File: src/charger_status_pkg.sv
// Purpose: constants and carriers for the charger status/fault bank
// Assumes: 8-bit byte addresses, 32-bit AXI4-Lite data
// Notes:   printed offsets are word indices; byte address is 4x index
package charger_status_pkg;

  // ==========================================================
  // bus geometry
  localparam int          ADDR_W     = 8;
  localparam int          DATA_W     = 32;
  localparam int          REG_W      = 8;
  localparam logic [1:0]  RESP_OKAY  = 2'h0;
  localparam logic [1:0]  RESP_SLVERR = 2'h2;

  // ==========================================================
  // register indices and byte addresses
  localparam logic [7:0]  IDX_STATUS_THREE = 8'h1e;
  localparam logic [7:0]  IDX_STATUS_FOUR  = 8'h1f;
  localparam logic [7:0]  IDX_FAULT_ZERO   = 8'h20;
  localparam logic [7:0]  ADDR_STATUS_THREE = IDX_STATUS_THREE * 8'h04;
  localparam logic [7:0]  ADDR_STATUS_FOUR  = IDX_STATUS_FOUR * 8'h04;
  localparam logic [7:0]  ADDR_FAULT_ZERO   = IDX_FAULT_ZERO * 8'h04;
  localparam logic [7:0]  WORD_MASK         = 8'hfc;
  localparam logic [7:0]  REG_RESET         = 8'h00;

  // ==========================================================
  // bit positions within each register
  localparam int          POS_PAIR2         = 7;
  localparam int          POS_PAIR1         = 6;
  localparam int          POS_ADC_DONE      = 5;
  localparam int          POS_MIN_SYS       = 4;
  localparam int          POS_FAST_TMR      = 3;
  localparam int          POS_TRICKLE_TMR   = 2;
  localparam int          POS_PRE_TMR       = 1;
  localparam int          POS_RSV_THREE     = 0;
  localparam int          POS_RSV_FOUR_HI   = 7;
  localparam int          POS_RSV_FOUR_LO   = 5;
  localparam int          POS_BATT_LOW      = 4;
  localparam int          POS_COLD          = 3;
  localparam int          POS_COOL          = 2;
  localparam int          POS_WARM          = 1;
  localparam int          POS_HOT           = 0;
  localparam int          POS_DISCHARGE     = 7;
  localparam int          POS_BUS_OV        = 6;
  localparam int          POS_BAT_OV        = 5;
  localparam int          POS_IN_OC         = 4;
  localparam int          POS_BAT_OC        = 3;
  localparam int          POS_CONV_OC       = 2;
  localparam int          POS_IN2_OV        = 1;
  localparam int          POS_IN1_OV        = 0;

  // ==========================================================
  // live conditions from the analog side, one bit each
  typedef struct packed {
    logic input2_blocking_pair_fitted;
    logic input1_blocking_pair_fitted;
    logic adc_conversion_done;
    logic min_system_regulating;
    logic fast_timer_expired;
    logic trickle_timer_expired;
    logic precharge_timer_expired;
    logic battery_low_for_boost;
    logic thermistor_cold_zone;
    logic thermistor_cool_zone;
    logic thermistor_warm_zone;
    logic thermistor_hot_zone;
    logic discharge_current_limiting;
    logic input_bus_overvoltage;
    logic battery_overvoltage;
    logic input_overcurrent;
    logic battery_overcurrent;
    logic converter_overcurrent;
    logic second_input_overvoltage;
    logic first_input_overvoltage;
  } live_cond_t;

  localparam int COND_W = $bits(live_cond_t);

  // mode qualifiers from on-chip logic, same clock
  typedef struct packed {
    logic adc_one_shot;
    logic forward_mode;
  } mode_t;

endpackage : charger_status_pkg

File: src/charger_status_fault_regs.sv
// Purpose: three read-only status/fault registers on AXI4-Lite
// Assumes: live conditions are asynchronous levels; modes are on mclk_i
// Notes:   bits track their conditions, no latching; writes ignored
//
// Summary of operation
// RULE1 - bit7 status three: input2 blocking pair fitted
// RULE2 - bit6 status three: input1 blocking pair fitted
// RULE3 - bit5: conversion done, one-shot mode only
// RULE4 - bit4: minimum system regulation in forward mode
// RULE5 - bit3: fast-charge safety timer expired
// RULE6 - bit2: trickle-charge safety timer expired
// RULE7 - bit1 precharge timer expired; bit0 reserved
// RULE8 - status four bit4 battery too low; 7-5 reserved
// RULE9 - status four bit3: thermistor cold zone
// RULE10 - status four bit2: thermistor cool zone
// RULE11 - status four bit1: thermistor warm zone
// RULE12 - status four bit0: thermistor hot zone
// RULE13 - fault bit7: discharge current limiting active
// RULE14 - fault bit6: input bus overvoltage
// RULE15 - fault bit5: battery overvoltage
// RULE16 - fault bit4: input overcurrent
// RULE17 - fault bit3: battery overcurrent
// RULE18 - fault bit2: converter overcurrent
// RULE19 - fault bit1 second input, bit0 first input OVP
// RULE20 - all read-only, 8 bits, zero at reset
// RULE21 - bits follow live conditions, never latched
`timescale 1ns/100ps
module charger_status_fault_regs (
  input  wire logic                         mclk_i,
  input  wire logic                         rst_n_i,
  input  wire charger_status_pkg::live_cond_t cond_i,
  input  wire charger_status_pkg::mode_t    mode_i,
  input  wire logic [7:0]                   s_axi_awaddr_i,
  input  wire logic                         s_axi_awvalid_i,
  output logic                              s_axi_awready_o,
  input  wire logic [31:0]                  s_axi_wdata_i,
  input  wire logic [3:0]                   s_axi_wstrb_i,
  input  wire logic                         s_axi_wvalid_i,
  output logic                              s_axi_wready_o,
  output logic [1:0]                        s_axi_bresp_o,
  output logic                              s_axi_bvalid_o,
  input  wire logic                         s_axi_bready_i,
  input  wire logic [7:0]                   s_axi_araddr_i,
  input  wire logic                         s_axi_arvalid_i,
  output logic                              s_axi_arready_o,
  output logic [31:0]                       s_axi_rdata_o,
  output logic [1:0]                        s_axi_rresp_o,
  output logic                              s_axi_rvalid_o,
  input  wire logic                         s_axi_rready_i
);

  localparam int CW = charger_status_pkg::COND_W;
  localparam int RW = charger_status_pkg::REG_W;

  // ==========================================================
  // input synchronisers
  // each bit synced alone; a multi-bit zone change may show
  // one cycle of mixed old/new bits, acceptable for status
  logic [CW-1:0] sync1_r;
  logic [CW-1:0] sync2_r;

  genvar g;
  generate
    for (g = 0; g < CW; g++) begin : g_sync
      always_ff @(posedge mclk_i or negedge rst_n_i) begin
        if (!rst_n_i) begin
          sync1_r[g] <= 1'b0;
          sync2_r[g] <= 1'b0;
        end else begin
          sync1_r[g] <= cond_i[g];
          sync2_r[g] <= sync1_r[g];
        end
      end
    end
  endgenerate

  charger_status_pkg::live_cond_t c;
  assign c = charger_status_pkg::live_cond_t'(sync2_r);

  // ==========================================================
  // register contents
  wire [RW-1:0] status_three_nxt;
  wire [RW-1:0] status_four_nxt;
  wire [RW-1:0] fault_zero_nxt;
  wire          adc_done_bit;
  wire          vsys_bit;

  // RULE3 one-shot qualified
  assign adc_done_bit = c.adc_conversion_done & mode_i.adc_one_shot;
  // RULE4 forward mode only
  assign vsys_bit = c.min_system_regulating & mode_i.forward_mode;

  // qualifiers are same-clock, so they skip the synchronisers
  // one assign per field keeps each field next to its rule

  // RULE1 second pair placement
  assign status_three_nxt[charger_status_pkg::POS_PAIR2] =
    c.input2_blocking_pair_fitted;

  // RULE2 first pair placement
  assign status_three_nxt[charger_status_pkg::POS_PAIR1] =
    c.input1_blocking_pair_fitted;

  // RULE3 gated done bit
  assign status_three_nxt[charger_status_pkg::POS_ADC_DONE] =
    adc_done_bit;

  // RULE4 gated regulation bit
  assign status_three_nxt[charger_status_pkg::POS_MIN_SYS] =
    vsys_bit;

  // RULE5 fast timer expiry
  assign status_three_nxt[charger_status_pkg::POS_FAST_TMR] =
    c.fast_timer_expired;

  // RULE6 trickle timer expiry
  assign status_three_nxt[charger_status_pkg::POS_TRICKLE_TMR] =
    c.trickle_timer_expired;

  // RULE7 precharge timer expiry
  assign status_three_nxt[charger_status_pkg::POS_PRE_TMR] =
    c.precharge_timer_expired;

  // RULE7 reserved bit zero
  assign status_three_nxt[charger_status_pkg::POS_RSV_THREE] =
    1'b0;

  // RULE8 reserved field zero
  assign status_four_nxt[charger_status_pkg::POS_RSV_FOUR_HI:
                         charger_status_pkg::POS_RSV_FOUR_LO] = 3'h0;

  // RULE8 battery low flag
  assign status_four_nxt[charger_status_pkg::POS_BATT_LOW] =
    c.battery_low_for_boost;

  // RULE9 cold zone
  assign status_four_nxt[charger_status_pkg::POS_COLD] =
    c.thermistor_cold_zone;

  // RULE10 cool zone
  assign status_four_nxt[charger_status_pkg::POS_COOL] =
    c.thermistor_cool_zone;

  // RULE11 warm zone
  assign status_four_nxt[charger_status_pkg::POS_WARM] =
    c.thermistor_warm_zone;

  // RULE12 hot zone
  assign status_four_nxt[charger_status_pkg::POS_HOT] =
    c.thermistor_hot_zone;

  // RULE13 discharge limiting
  assign fault_zero_nxt[charger_status_pkg::POS_DISCHARGE] =
    c.discharge_current_limiting;

  // RULE14 bus overvoltage
  assign fault_zero_nxt[charger_status_pkg::POS_BUS_OV] =
    c.input_bus_overvoltage;

  // RULE15 battery overvoltage
  assign fault_zero_nxt[charger_status_pkg::POS_BAT_OV] =
    c.battery_overvoltage;

  // RULE16 input overcurrent
  assign fault_zero_nxt[charger_status_pkg::POS_IN_OC] =
    c.input_overcurrent;

  // RULE17 battery overcurrent
  assign fault_zero_nxt[charger_status_pkg::POS_BAT_OC] =
    c.battery_overcurrent;

  // RULE18 converter overcurrent
  assign fault_zero_nxt[charger_status_pkg::POS_CONV_OC] =
    c.converter_overcurrent;

  // RULE19 second input overvoltage
  assign fault_zero_nxt[charger_status_pkg::POS_IN2_OV] =
    c.second_input_overvoltage;

  // RULE19 first input overvoltage
  assign fault_zero_nxt[charger_status_pkg::POS_IN1_OV] =
    c.first_input_overvoltage;

  logic [RW-1:0] status_three_r;
  logic [RW-1:0] status_four_r;
  logic [RW-1:0] fault_zero_r;

  // RULE21 reload every cycle
  // RULE20 zero at reset, no write path
  always_ff @(posedge mclk_i or negedge rst_n_i) begin
    if (!rst_n_i) begin
      status_three_r <= charger_status_pkg::REG_RESET;
    end else begin
      status_three_r <= status_three_nxt;
    end
  end

  // RULE21 status four live copy
  always_ff @(posedge mclk_i or negedge rst_n_i) begin
    if (!rst_n_i) begin
      status_four_r <= charger_status_pkg::REG_RESET;
    end else begin
      status_four_r <= status_four_nxt;
    end
  end

  // RULE21 fault live copy
  always_ff @(posedge mclk_i or negedge rst_n_i) begin
    if (!rst_n_i) begin
      fault_zero_r <= charger_status_pkg::REG_RESET;
    end else begin
      fault_zero_r <= fault_zero_nxt;
    end
  end

  // ==========================================================
  // write channel: both halves taken in any order, then response
  logic       aw_held_r;
  logic       w_held_r;
  logic [7:0] awaddr_r;
  logic       bvalid_r;
  logic [1:0] bresp_r;

  wire aw_take;
  wire w_take;
  wire aw_have;
  wire w_have;
  wire wr_fire;
  wire [7:0] wr_addr;

  assign s_axi_awready_o = !aw_held_r && !bvalid_r;
  assign s_axi_wready_o  = !w_held_r && !bvalid_r;
  assign aw_take = s_axi_awvalid_i && s_axi_awready_o;
  assign w_take  = s_axi_wvalid_i && s_axi_wready_o;
  assign aw_have = aw_held_r || aw_take;
  assign w_have  = w_held_r || w_take;
  assign wr_fire = aw_have && w_have;
  assign wr_addr = aw_held_r ? awaddr_r : s_axi_awaddr_i;

  // ==========================================================
  // write address decode
  // low address bits ignored: byte lanes of a word alias
  wire [7:0] wr_word;
  wire       wr_hit_three;
  wire       wr_hit_four;
  wire       wr_hit_fault;
  wire       wr_mapped;

  assign wr_word      = wr_addr & charger_status_pkg::WORD_MASK;
  assign wr_hit_three = wr_word == charger_status_pkg::ADDR_STATUS_THREE;
  assign wr_hit_four  = wr_word == charger_status_pkg::ADDR_STATUS_FOUR;
  assign wr_hit_fault = wr_word == charger_status_pkg::ADDR_FAULT_ZERO;
  assign wr_mapped    = wr_hit_three || wr_hit_four || wr_hit_fault;

  // ==========================================================
  // write channel next state
  wire       aw_held_nxt;
  wire       w_held_nxt;
  wire [7:0] awaddr_nxt;
  wire       bvalid_nxt;
  wire [1:0] bresp_nxt;
  wire       b_done;

  assign b_done      = bvalid_r && s_axi_bready_i;
  assign aw_held_nxt = !wr_fire && aw_have;
  assign w_held_nxt  = !wr_fire && w_have;
  assign awaddr_nxt  = aw_take ? s_axi_awaddr_i : awaddr_r;
  // readies are low while bvalid, so fire and drain never meet
  assign bvalid_nxt  = wr_fire || (bvalid_r && !b_done);
  assign bresp_nxt   = !wr_fire ? bresp_r :
                       wr_mapped ? charger_status_pkg::RESP_OKAY :
                       charger_status_pkg::RESP_SLVERR;

  // RULE20 write data and strobes discarded
  always_ff @(posedge mclk_i or negedge rst_n_i) begin
    if (!rst_n_i) begin
      aw_held_r <= 1'b0;
      w_held_r  <= 1'b0;
      awaddr_r  <= 8'h00;
    end else begin
      aw_held_r <= aw_held_nxt;
      w_held_r  <= w_held_nxt;
      awaddr_r  <= awaddr_nxt;
    end
  end

  always_ff @(posedge mclk_i or negedge rst_n_i) begin
    if (!rst_n_i) begin
      bvalid_r <= 1'b0;
      bresp_r  <= charger_status_pkg::RESP_OKAY;
    end else begin
      bvalid_r <= bvalid_nxt;
      bresp_r  <= bresp_nxt;
    end
  end

  assign s_axi_bvalid_o = bvalid_r;
  assign s_axi_bresp_o  = bresp_r;

  // ==========================================================
  // read channel
  logic        rvalid_r;
  logic [31:0] rdata_r;
  logic [1:0]  rresp_r;

  wire        ar_take;
  wire [7:0]  rd_word;
  wire [RW-1:0] rd_sel;

  assign s_axi_arready_o = !rvalid_r;
  assign ar_take = s_axi_arvalid_i && s_axi_arready_o;
  assign rd_word = s_axi_araddr_i & charger_status_pkg::WORD_MASK;
  assign rd_sel =
    (rd_word == charger_status_pkg::ADDR_STATUS_THREE) ? status_three_r :
    (rd_word == charger_status_pkg::ADDR_STATUS_FOUR)  ? status_four_r  :
    (rd_word == charger_status_pkg::ADDR_FAULT_ZERO)   ? fault_zero_r   :
    charger_status_pkg::REG_RESET;

  // ==========================================================
  // read address decode
  wire rd_hit_three;
  wire rd_hit_four;
  wire rd_hit_fault;
  wire rd_mapped;

  assign rd_hit_three = rd_word == charger_status_pkg::ADDR_STATUS_THREE;
  assign rd_hit_four  = rd_word == charger_status_pkg::ADDR_STATUS_FOUR;
  assign rd_hit_fault = rd_word == charger_status_pkg::ADDR_FAULT_ZERO;
  assign rd_mapped    = rd_hit_three || rd_hit_four || rd_hit_fault;

  // ==========================================================
  // read channel next state
  wire        rvalid_nxt;
  wire [31:0] rdata_nxt;
  wire [1:0]  rresp_nxt;
  wire        r_done;

  assign r_done     = rvalid_r && s_axi_rready_i;
  assign rvalid_nxt = ar_take || (rvalid_r && !r_done);
  // unmapped words read zero, flagged by the error response
  assign rdata_nxt  = ar_take ? {24'h00_0000, rd_sel} : rdata_r;
  assign rresp_nxt  = !ar_take ? rresp_r :
                      rd_mapped ? charger_status_pkg::RESP_OKAY :
                      charger_status_pkg::RESP_SLVERR;

  always_ff @(posedge mclk_i or negedge rst_n_i) begin
    if (!rst_n_i) begin
      rvalid_r <= 1'b0;
    end else begin
      rvalid_r <= rvalid_nxt;
    end
  end

  // RULE21 read returns present state
  always_ff @(posedge mclk_i or negedge rst_n_i) begin
    if (!rst_n_i) begin
      rdata_r <= 32'h0000_0000;
      rresp_r <= charger_status_pkg::RESP_OKAY;
    end else begin
      rdata_r <= rdata_nxt;
      rresp_r <= rresp_nxt;
    end
  end

  assign s_axi_rvalid_o = rvalid_r;
  assign s_axi_rdata_o  = rdata_r;
  assign s_axi_rresp_o  = rresp_r;

endmodule : charger_status_fault_regs

File: config.mk
export PLATFORM = sky130hd
export DESIGN_NAME = charger_status_fault_regs
export DESIGN_NICKNAME = d
export VERILOG_FILES = /design/src/charger_status_pkg.sv /design/src/charger_status_fault_regs.sv
export SDC_FILE = /design/constraint.sdc
export NUM_CORES = 1
export LEC_CHECK = 0
export ABC_AREA = 1
export BUFFER_PORTS_ARGS = -buffer_cell sky130_fd_sc_hd__buf_2
export CAP_MARGIN = 20
export CORE_ASPECT_RATIO = 0.9
export CORE_UTILIZATION = 49
export CTS_BUF_LIST = sky130_fd_sc_hd__clkbuf_2
export CTS_CLUSTER_SIZE = 24
export DETAILED_ROUTE_END_ITERATION = 8
export PLACE_DENSITY = 0.89
export SLEW_MARGIN = 30
export SYNTH_ARGS = -nofsm -noshare
export SYNTH_HDL_FRONTEND = slang
export SYNTH_SLANG_ARGS = --single-unit
File: constraint.sdc
create_clock -name mclk_i -period 1.5 [get_ports mclk_i]
set_clock_uncertainty 0.15 [all_clocks]
set_input_delay 0.15 -clock mclk_i [delete_from_list [all_inputs] [get_ports mclk_i]]
set_output_delay 0.15 -clock mclk_i [all_outputs]
set_load 0.01 [all_outputs]
Word-level counts from Yosys, hierarchy flattened
Cells that the tools add are included.
Cells by class
  bitwise operators: 2
  eq/ne operators: 6
  reductions and logical operators: 27
  multiplexer cells: 6
Operators by type and width (number)
  8-bit two-way mux: 4
  6-bit by 5-bit == test with 1-bit output (second input constant): 4
  6-bit == test (second input constant): 2
  1-bit logical AND: 12
  1-bit logical OR: 8
  1-bit zero test: 7
  2-bit two-way mux: 2
  1-bit AND: 2
Storage, ports and cells
  output and inout bits: 41
  bits of input ports: 81
  flip-flop bits (word level): 84

Longest topological paths before layout
Gate-level depths: netlist of run 1.
  depth after elaboration: 7
  gate-level depth with buffers: 9
  gate-level depth less buffers: 8

Least setup slack after synthesis of run 1
Ideal clock, no wire load.
  kind: reg2reg
  from: register bvalid_r (netlist: s_axi_bvalid_o)
  to: register awaddr_r[2]
  required time: 1.225 ns
  data arrival time: 1.013 ns
  clock period less this slack: 1.288 ns
  path buffers: 0
  stages on the path, launching flop included: 4
  library setup time: 0.125 ns
  slack: 0.212 ns
  cells stage by stage: dfrtp_1 > nor2_4 > nand2_4 > mux2_4
On the way
  longest elaborated chain between the ends: 3
Ends and longest elaborated chain
  start, declared: line charger_status_fault_regs.sv:221  | logic bvalid_r;
  start signal, assigned: line charger_status_fault_regs.sv:292  | bvalid_r <= bvalid_nxt;
  1-bit zero test: line charger_status_fault_regs.sv:231  | assign s_axi_awready_o = !aw_held_r && !bvalid_r;
  1-bit logical AND: line charger_status_fault_regs.sv:231
  via s_axi_awready_o: line charger_status_fault_regs.sv:35  | output logic s_axi_awready_o,
  1-bit logical AND: line charger_status_fault_regs.sv:233  | assign aw_take = s_axi_awvalid_i && s_axi_awready_o;
  end signal, assigned: line charger_status_fault_regs.sv:283  | awaddr_r <= awaddr_nxt;
  end, declared: line charger_status_fault_regs.sv:220  | logic [7:0] awaddr_r;
The timed path passes the listed nets, and every way through them passes these cells.
A chain may end at the register's enable or synchronous reset.

Final worst setup path of run 1
  from: register aw_held_r
  to: output port s_axi_awready_o
On the way
  longest elaborated chain between the ends: 2
Ends and longest elaborated chain
  start, declared: line charger_status_fault_regs.sv:218  | logic aw_held_r;
  start signal, assigned: line charger_status_fault_regs.sv:281  | aw_held_r <= aw_held_nxt;
  1-bit zero test: line charger_status_fault_regs.sv:231
  1-bit logical AND: line charger_status_fault_regs.sv:231
  end, declared: line charger_status_fault_regs.sv:35
No other way between the ends.

==> results.ini, run 1 <==
[status]
status=complete, but fails checks
failed_checks=hold timing, setup timing

[route]
vias=2030
drt_iter0_markers=196
via_per_inst=4.79
routed.top_layer=met4
drtAntennaViolNets=0
wl_met2_um=2970
wl_per_cell_um=14.3
m1WireLength_um=2310
wl_um=6060
first_pass_iters=7
met3WireLength_um=437
drc_errors=0

[timing]
setup_violations=3
finalMaxSlewViolations=0
fin_crit_sh=1.02
rsz0062_at_grt=true
max_freq_mhz=654
fin_hold_ws_ps=-3.01
setup_ws_ps=-29.6
finalHoldViolations=1
period_needed_ps=1530

[synthesis]
synthArstFlopShare=1.00
synthSimpleGateAreaFrac=0.151
ys.flop_type=dfrtp_1
synth_area_leaders=dfrtp_1, buf_4, nand2_1, inv_1, nand3_1
yosysWarnings=0
muxShareOfSynthArea=0.0209
synth-adder-area-share=0
synth_top_area_share=0.696
syn_inst=244
synth-seq-cells=80
synth_compound_area_frac=0.0235
yosysMostFrequentCell=dfrtp_1
synth_top_family_by_area=simple AND/OR/NAND/NOR gates
syn_area_per_cell_um2=11.8
ys_seq_area_frac=0.696
netlist-cell-type-count=23
synth_edf_count=0
synthXorXnorAreaFrac=0
synth_area_um2=2880
synth_area_leader_cell=dfrtp_1
ys_top_cells_by_count=dfrtp_1, nand2_1, buf_4, inv_1, nand3_1

[critical_path]
worstPathMaxFanout=2
cp_data_required_time_ps=1200
cp_slowest_cell=dfrtp_2
slowest_delay_ps=470
reg2reg_slack_ps=-10
r2r_start=aw_held_r
rr_worst_depth=9
crit_arrival_ps=1230
worstSetupPathType=flip-flop to output pin
r2r_end=s_axi_bresp_o[1]
crit_chain=nor2_4 -> buf_6
startpoint_type=flip-flop
cp-end-kind=output pin

[place]
post-dp-hpwl_um=3140
gp_congestion=0.804
place_ws_ps=77.7
port_buffers=55

[floorplan]
ios=122
die_x_um=82.7
coreArea_um2=5660
die_area_um2=6180
start_util=0.508
die_h_um=74.7
fp-row-count=26

[clocking]
worst_skew_pair.late_latency_ps=510
clockBufferDepth=2
cts_tree=done
cts_root_buf=clkbuf_2
path_clk_slew_ps=210
cts_buffers=9
clock-sinks=80
cts-htree-levels=3

[global_route]
grt.total_usage=0.223
grt_max_degree=81
grt_pass1_vias=2004
grt_remaining_overflow=0
antenna_found_initial=0
grt_pass1_wl_um=9560

[final_layout]
area_delta_synth_final_pct=30.3
antenna_cells=0
nFillCells=380
drive_gt1_frac=0.266
fin_util=0.662
fin_nets=431

[power]
pwr_density_cell_nw_per_um2=1400
ir_drop_mv=1.16
leakage_uw=0.00193

[worst_hold_path]
worst_hold_path_type=primary input to async pin

[job]
maxCapViolations=0

## where the power goes
part / internal, uW / total, uW / switching [uW]
registers: 2400 / 2570 / 167
logic: 471 / 1090 / 620
clock network: 873 / 1580 / 704
total: 3750 / 5240 / 1490
## cells by family (layout without fill, tap and decap cells)
logic type | count (synthesis) | count (layout)
muxes | 4 | 4
AOI/OAI and AO/OA | 13 | 13
DFF | 80 | 80
buffers and inverters | 53 | 138
other | 1 | 26
and+or+nand+nor | 93 | 93
## through the flow
step | cell area, um2 | hold WS (ps) | TNS (ps) | std cells | power, uW
floorplan | 2970 | -296 | 0 | 269 | 3210
global placement | 3150 | 40.2 | 0 | 368 | 3390
detailed placement | 3150 | 45.7 | 0 | 368 | 3450
CTS | 3740 | 17.9 | -115 | 424 | 5140
global route | 3750 | 8.71 | -323 | 424 | 5500
finish | 3750 | -3.01 | -52.3 | 424 | 5240
## layout by cell type, fill, tap and decap left out, drive strengths merged, types with 4 or more instances in the layout
cell type and instances:
nand3 15, dfrtp 80, o21ai 9, buf 58, bufinv 4, conb 26
mux2 4, nor2 20, clkbuf 9, nand2 50, inv 24, nand4 6
dlygate4sd3 40
## worst max-delay path: cells and delay by family (launching register included)
family        cells  cell delay, ps
buf+inv           1             120
flops             1             470
simple gates      1             150
## flip-flops by register name (all words and copies together) (netlist names)
register	cells
c	20
sync1_r	20
fault_zero_r	8
s_axi_rdata_o	8
status_three_r	7
awaddr_r	6
status_four_r	5
aw_held_r	1
s_axi_bresp_o	1
s_axi_bvalid_o	1
s_axi_rresp_o	1
s_axi_rvalid_o	1
w_held_r	1
## repair_timing
action                     in CTS  in global routing
hold endpoints to repair      122                  0
setup endpoints to repair       2                  5
resized for setup               2                  3
buffers inserted                1                  0
hold buffers                   40                  0
pin swaps                       2                  0
## layout make-up
cell class              instances  area (um2)  area share
clock buffers                   9        45.0      0.0120
repair buffers                 98         719       0.192
multi-input cells             136         662       0.177
clock inverters                 6         133      0.0354
well taps                      70        87.6      0.0234
flip-flops and latches         80        2000       0.535
inverters                      25        96.3      0.0257
## how the worst max path moves through the flow
| stage | from | to | slack [ps] | cells after the start |
|---|---|---|---|---|
| global placement | aw_held_r | s_axi_bresp_o[1] | 160 | 7 |
| global route | aw_held_r | s_axi_awready_o | -110 | 2 |
| floorplan | s_axi_bvalid_o | awaddr_r[2] | 210 | 3 |
| detailed placement | aw_held_r | s_axi_bresp_o[1] | 80 | 7 |
| finish | aw_held_r | s_axi_awready_o | -30 | 2 |
| CTS | s_axi_bvalid_o | s_axi_wready_o | -60 | 2 |
## routing by layer
layer | GRT usage | vias up
met5 | 0 | -
met2 | 0.340 | 139
met3 | 0.0679 | 38
met1 | 0.269 | 932
li1 | - | 921
met4 | 0.165 | 0
No activity file was read; power rests on OpenSTA's default activity.
==> inputs of run 2 (changes only) <==
--- a/config.mk
+++ b/config.mk
@@ -6,14 +6,14 @@
 export NUM_CORES = 1
 export LEC_CHECK = 0
 export ABC_AREA = 1
-export BUFFER_PORTS_ARGS = -buffer_cell sky130_fd_sc_hd__buf_2
 export CAP_MARGIN = 20
 export CORE_ASPECT_RATIO = 0.9
-export CORE_UTILIZATION = 49
+export CORE_UTILIZATION = 60
 export CTS_BUF_LIST = sky130_fd_sc_hd__clkbuf_2
 export CTS_CLUSTER_SIZE = 24
 export DETAILED_ROUTE_END_ITERATION = 8
-export PLACE_DENSITY = 0.89
+export DONT_BUFFER_PORTS = 1
+export PLACE_DENSITY = 0.83
 export SLEW_MARGIN = 30
 export SYNTH_ARGS = -nofsm -noshare
 export SYNTH_HDL_FRONTEND = slang
==> results.ini, run 2 (synthesis gave the netlist of run 1 again) <==
[route]
drc_errors=0  ; unchanged
wl_um=5510  ; -9.2%
wl_met2_um=2940  ; -1.0%
drt_iter0_markers=127  ; -35%
m1WireLength_um=2100  ; -9.2%
met3WireLength_um=392  ; -10%
routed.top_layer=met4
via_per_inst=4.83  ; +0.81%
vias=1863  ; -8.2%
first_pass_iters=4  ; -3
wl_per_cell_um=14.3  ; -0.21%
drtAntennaViolNets=0  ; unchanged

[floorplan]
die_area_um2=5070  ; -18%
coreArea_um2=4520  ; -20%
die_x_um=75.0  ; -9.4%
ios=122  ; unchanged
fp-row-count=23  ; -12%
die_h_um=67.7  ; -9.4%
start_util=0.636  ; +0.128

[final_layout]
final_common_cell=dfrtp_1
nFillCells=253  ; -33%
fin_nets=401  ; -7.0%
area_delta_synth_final_pct=26.1
drive_gt1_frac=0.145  ; -0.120
antenna_cells=0  ; unchanged
fin_cells=386  ; -9.0%
final_cell_mix=dfrtp_1, dlygate4sd3_1, nand2_1, conb_1, inv_1

[critical_path]
endpoint=s_axi_rdata_o[4]
reg2reg_slack_ps=100  ; +110 ps
worstSetupPathType=primary input to flip-flop
cp_top_family=buffers and inverters
cp-end-kind=flip-flop
startpoint_type=primary input
crit_chain=dlygate4sd3_1 -> nor2_2 -> dlygate4sd3_1 -> nor2_1 -> nand2_1 -> nand2_1
cp.depth=6  ; +4
slowest_delay_ps=680  ; +210 ps
worstPathMaxFanout=4  ; +2
rr_worst_depth=9  ; unchanged
cp_slowest_cell=dlygate4sd3_1
startpoint=s_axi_araddr_i[2]
cp_data_required_time_ps=1810  ; +610 ps
r2r_end=s_axi_bresp_o[1]
crit_buf_inv=2  ; +1
r2r_start=aw_held_r
crit_arrival_ps=1810  ; +580 ps

[place]
port_buffers=0  ; -100%
gp_congestion=0.777  ; -3.4%
post-dp-hpwl_um=2800  ; -11%
dp_cells=304  ; -17%

[global_route]
grt_pass1_wl_um=8210  ; -14%
grt_pass1_vias=1813  ; -9.5%
grt.total_usage=0.240  ; +0.0172
grt_max_degree=81  ; unchanged
antenna_found_initial=0  ; unchanged
grt_remaining_overflow=0  ; unchanged

[status]
status=complete, but fails checks
failed_checks=hold timing, setup timing

[clocking]
clock-sinks=80  ; unchanged
cts-htree-levels=3  ; unchanged
cts_buffers=9  ; unchanged
cts_tree=done
worst_skew_pair.late_latency_ps=520  ; about the same
clockBufferDepth=2  ; unchanged
path_clk_slew_ps=220  ; about the same
cts_root_buf=clkbuf_2

[job]
maxCapViolations=0  ; unchanged

[timing]
max_freq_mhz=665  ; +1.8%
period_needed_ps=1500  ; -26.7 ps
setup_violations=1  ; -2
finalHoldViolations=80  ; +79
rsz0062_at_grt=true
fin_hold_ws_ps=-866  ; -863 ps
fin_crit_sh=1.00  ; -0.0178
setup_ws_ps=-2.89  ; +26.7 ps
finalMaxSlewViolations=0  ; unchanged

[worst_hold_path]
worst_hold_path_type=primary input to async pin

[power]
ir_drop_mv=1.22  ; +5.6%
pwr_density_cell_nw_per_um2=1230  ; -12%
leakage_uw=0.00175  ; -9.4%

run 2: cell count changes in the layout (fill, tap and decap cells not counted), sizes merged:
cell,delta
clkinvlp,+2
bufinv,-4
buf,-55
inv,+2
dlygate4sd3,+25
run 2: final cells by class:
type,instances,area [um2],share of cell area
Clock buffer,9,45.0,0.0124
Clock inverter,6,45.0,0.0124
Inverter,25,98.8,0.0273
Multi-Input combinational cell,136,679,0.187
Sequential cell,80,2010,0.553
Tap cell,62,77.6,0.0214
Timing Repair Buffer,68,674,0.186
run 2: stage by stage:
| stage | util | area (um2) | TNS (ps) | power (uW) | worst slack (ps) |
|---|---|---|---|---|---|
| 6_report | 0.803 | 3630 | -2.89 | 4470 | -2.89 |
| 5_1_grt | 0.803 | 3630 | -165 | 4700 | -83.9 |
| 4_1_cts | 0.786 | 3550 | -58.6 | 4350 | -32.6 |
| 3_5_place_dp | 0.629 | 2840 | 0 | 3280 | 69.5 |
| 3_3_place_gp | 0.629 | 2840 | 0 | 3210 | 108 |
| 2_1_floorplan | - | 2970 | 0 | 3210 | 212 |
run 2: how the worst min path moves through the flow:
stage                        to  cells after the start
floorplan             aw_held_r                      0
global placement    sync1_r[10]                      0
detailed placement        c[14]                      0
CTS                  sync1_r[2]                      0
global route              c[19]                      0
finish                    c[19]                      0
run 2: repair_timing:
action,CTS,global route
gates cloned,0,1
hold buffers,61,5
endpoints found under the setup margin,2,7
setup buffers,1,0
endpoints found under the hold margin,122,85
gates resized for setup,3,12
pin swaps,1,8
run 2: per-layer routing:
metal | GRT usage | up-vias
li1 | - | 861
met1 | 0.264 | 892
met2 | 0.405 | 101
met3 | 0.104 | 9
met4 | 0.101 | 0
met5 | 0 | -
run 2: power by group:
group	switching (uW)	internal (uW)	leakage (uW)
registers	191	2400	0.000950
logic	516	414	0.000753
clock network	730	212	0.0000504
==> inputs of run 3 (changes only) <==
==> constraint.sdc (replaced) <==
create_clock -name mclk_i -period 1.8 [get_ports mclk_i]
set_clock_uncertainty 0.15 [all_clocks]
set_input_delay 0.18 -clock mclk_i [delete_from_list [all_inputs] [get_ports mclk_i]]
set_output_delay 0.18 -clock mclk_i [all_outputs]
set_load 0.01 [all_outputs]
==> results.ini, run 3 (synthesis gave the netlist of run 1 again) <==
[place]
gp_congestion=0.769  ; -0.93%
port_buffers=0  ; unchanged
post-dp-hpwl_um=2690  ; -4.0%

[job]
maxCapViolations=0  ; unchanged

[timing]
max_freq_mhz=575
finalHoldViolations=80  ; unchanged
rsz0062_at_grt=false
period_needed_ps=1740
fin_hold_ws_ps=-836  ; +30.7 ps
finalSetupTns_ps=0  ; +2.89 ps
setup_violations=0  ; -1
finalMaxSlewViolations=0  ; unchanged
fin_crit_sh=0.966

[power]
leakage_uw=0.00176  ; +0.55%
ir_drop_mv=1.04  ; -15%
pwr_density_cell_nw_per_um2=1060  ; -14%

[route]
wl_um=5260  ; -4.4%
m1WireLength_um=2040  ; -2.8%
drc_errors=0  ; unchanged
routed.top_layer=met4
first_pass_iters=4  ; unchanged
met3WireLength_um=343  ; -13%
drt_iter0_markers=94  ; -26%
vias=1767  ; -5.2%
drtAntennaViolNets=0  ; unchanged
wl_per_cell_um=13.8  ; -3.4%
wl_met2_um=2780  ; -5.7%
via_per_inst=4.63  ; -4.2%

[floorplan]
die_h_um=67.7  ; unchanged
start_util=0.636  ; unchanged
die_x_um=75.0  ; unchanged
fp-row-count=23  ; unchanged
coreArea_um2=4520  ; unchanged
ios=122  ; unchanged
die_area_um2=5070  ; unchanged

[final_layout]
fin_nets=396  ; -1.2%
final_common_cell=dfrtp_1
drive_gt1_frac=0.109  ; -0.0357
fin_util=0.793  ; -0.00997
final_cell_mix=dfrtp_1, dlygate4sd3_1, nand2_1, conb_1, inv_1
area_delta_synth_final_pct=24.5
antenna_cells=0  ; unchanged

[clocking]
clock-sinks=80  ; unchanged
cts_setup_buffers=0  ; -1
cts_root_buf=clkbuf_2
cts_resized=0  ; -3
path_clk_slew_ps=220  ; about the same
cts_buffers=9  ; unchanged
hold_buffers=42  ; -31%
cts_tree=done
cts-htree-levels=3  ; unchanged
worst_skew_pair.late_latency_ps=510  ; about the same
clockBufferDepth=2  ; unchanged

[critical_path]
cp-end-kind=flip-flop
rr_worst_depth=6  ; -3
cp_data_required_time_ps=2060  ; +250 ps
r2r_start=s_axi_bvalid_o
worstSetupPathType=primary input to flip-flop
r2r_end=s_axi_bresp_o[1]
endpoint=s_axi_rdata_o[1]
startpoint_type=primary input
worstPathMaxFanout=7  ; +3
reg2reg_slack_ps=190  ; +90 ps
startpoint=s_axi_araddr_i[7]
crit_arrival_ps=2000  ; +190 ps

[worst_hold_path]
worst_hold_path_type=primary input to async pin

[global_route]
grt_pass1_vias=1578  ; -13%
antenna_found_initial=0  ; unchanged
grt_max_degree=81  ; unchanged
grt_remaining_overflow=0  ; unchanged
grt_pass1_wl_um=7120  ; -13%
grt.total_usage=0.210  ; -0.0301

[status]
status=complete, but fails checks
failed_checks=hold timing

## run 3: per-stage QoR
stage | hold slack, ps | total power [uW] | cell area, um2 | setup WS (ps) | cells
3_5_place_dp | -264 | 2720 | 2840 | 357 | 304
3_3_place_gp | -264 | 2680 | 2840 | 387 | 304
4_1_cts | -884 | 3720 | 3380 | 117 | 362
5_1_grt | -948 | 4020 | 3580 | 22.1 | 382
6_report | -836 | 3810 | 3580 | 61.9 | 382
2_1_floorplan | -266 | 2670 | 2970 | 512 | 269
## run 3: worst min path at each step
stage,start,endpoint,slack [ps]
final,rst_n_i,aw_held_r,-840
after detailed placement,rst_n_i,sync1_r[10],-260
after global placement,rst_n_i,sync1_r[10],-260
after floorplan,rst_n_i,aw_held_r,-270
after CTS,rst_n_i,c[2],-880
after global routing,rst_n_i,c[2],-950
## run 3: layer usage
metal,vias to the layer above,global-route usage
li1,847,-
met1,833,0.241
met2,75,0.332
met3,12,0.106
met4,0,0.0896
met5,-,0
## run 3: where the power goes
| group | total [uW] | internal (uW) | switching [uW] |
|---|---|---|---|
| Combinational | 690 | 302 | 388 |
| Sequential | 2180 | 2000 | 185 |
| Clock | 937 | 334 | 603 |
| Total | 3810 | 2630 | 1180 |
## run 3: area by class of cell
type | count | area (um2)
clock buffers | 10 | 50.0
multi-input cells | 136 | 659
well taps | 62 | 77.6
flip-flops and latches | 80 | 2000
clock inverters | 6 | 70.1
fillers | 273 | 937
inverters | 25 | 93.8
repair buffers | 63 | 628
## run 3: worst max-delay path, stage by stage
cell           delay (ps)
dlygate4sd3_1         530
inv_1                  80
nand2_1               100
nor2_4                190
nand2_2                80
nor2_2                 80
dlygate4sd3_1         580
nor2_1                 70
nand2_1                60
nand2_1                50
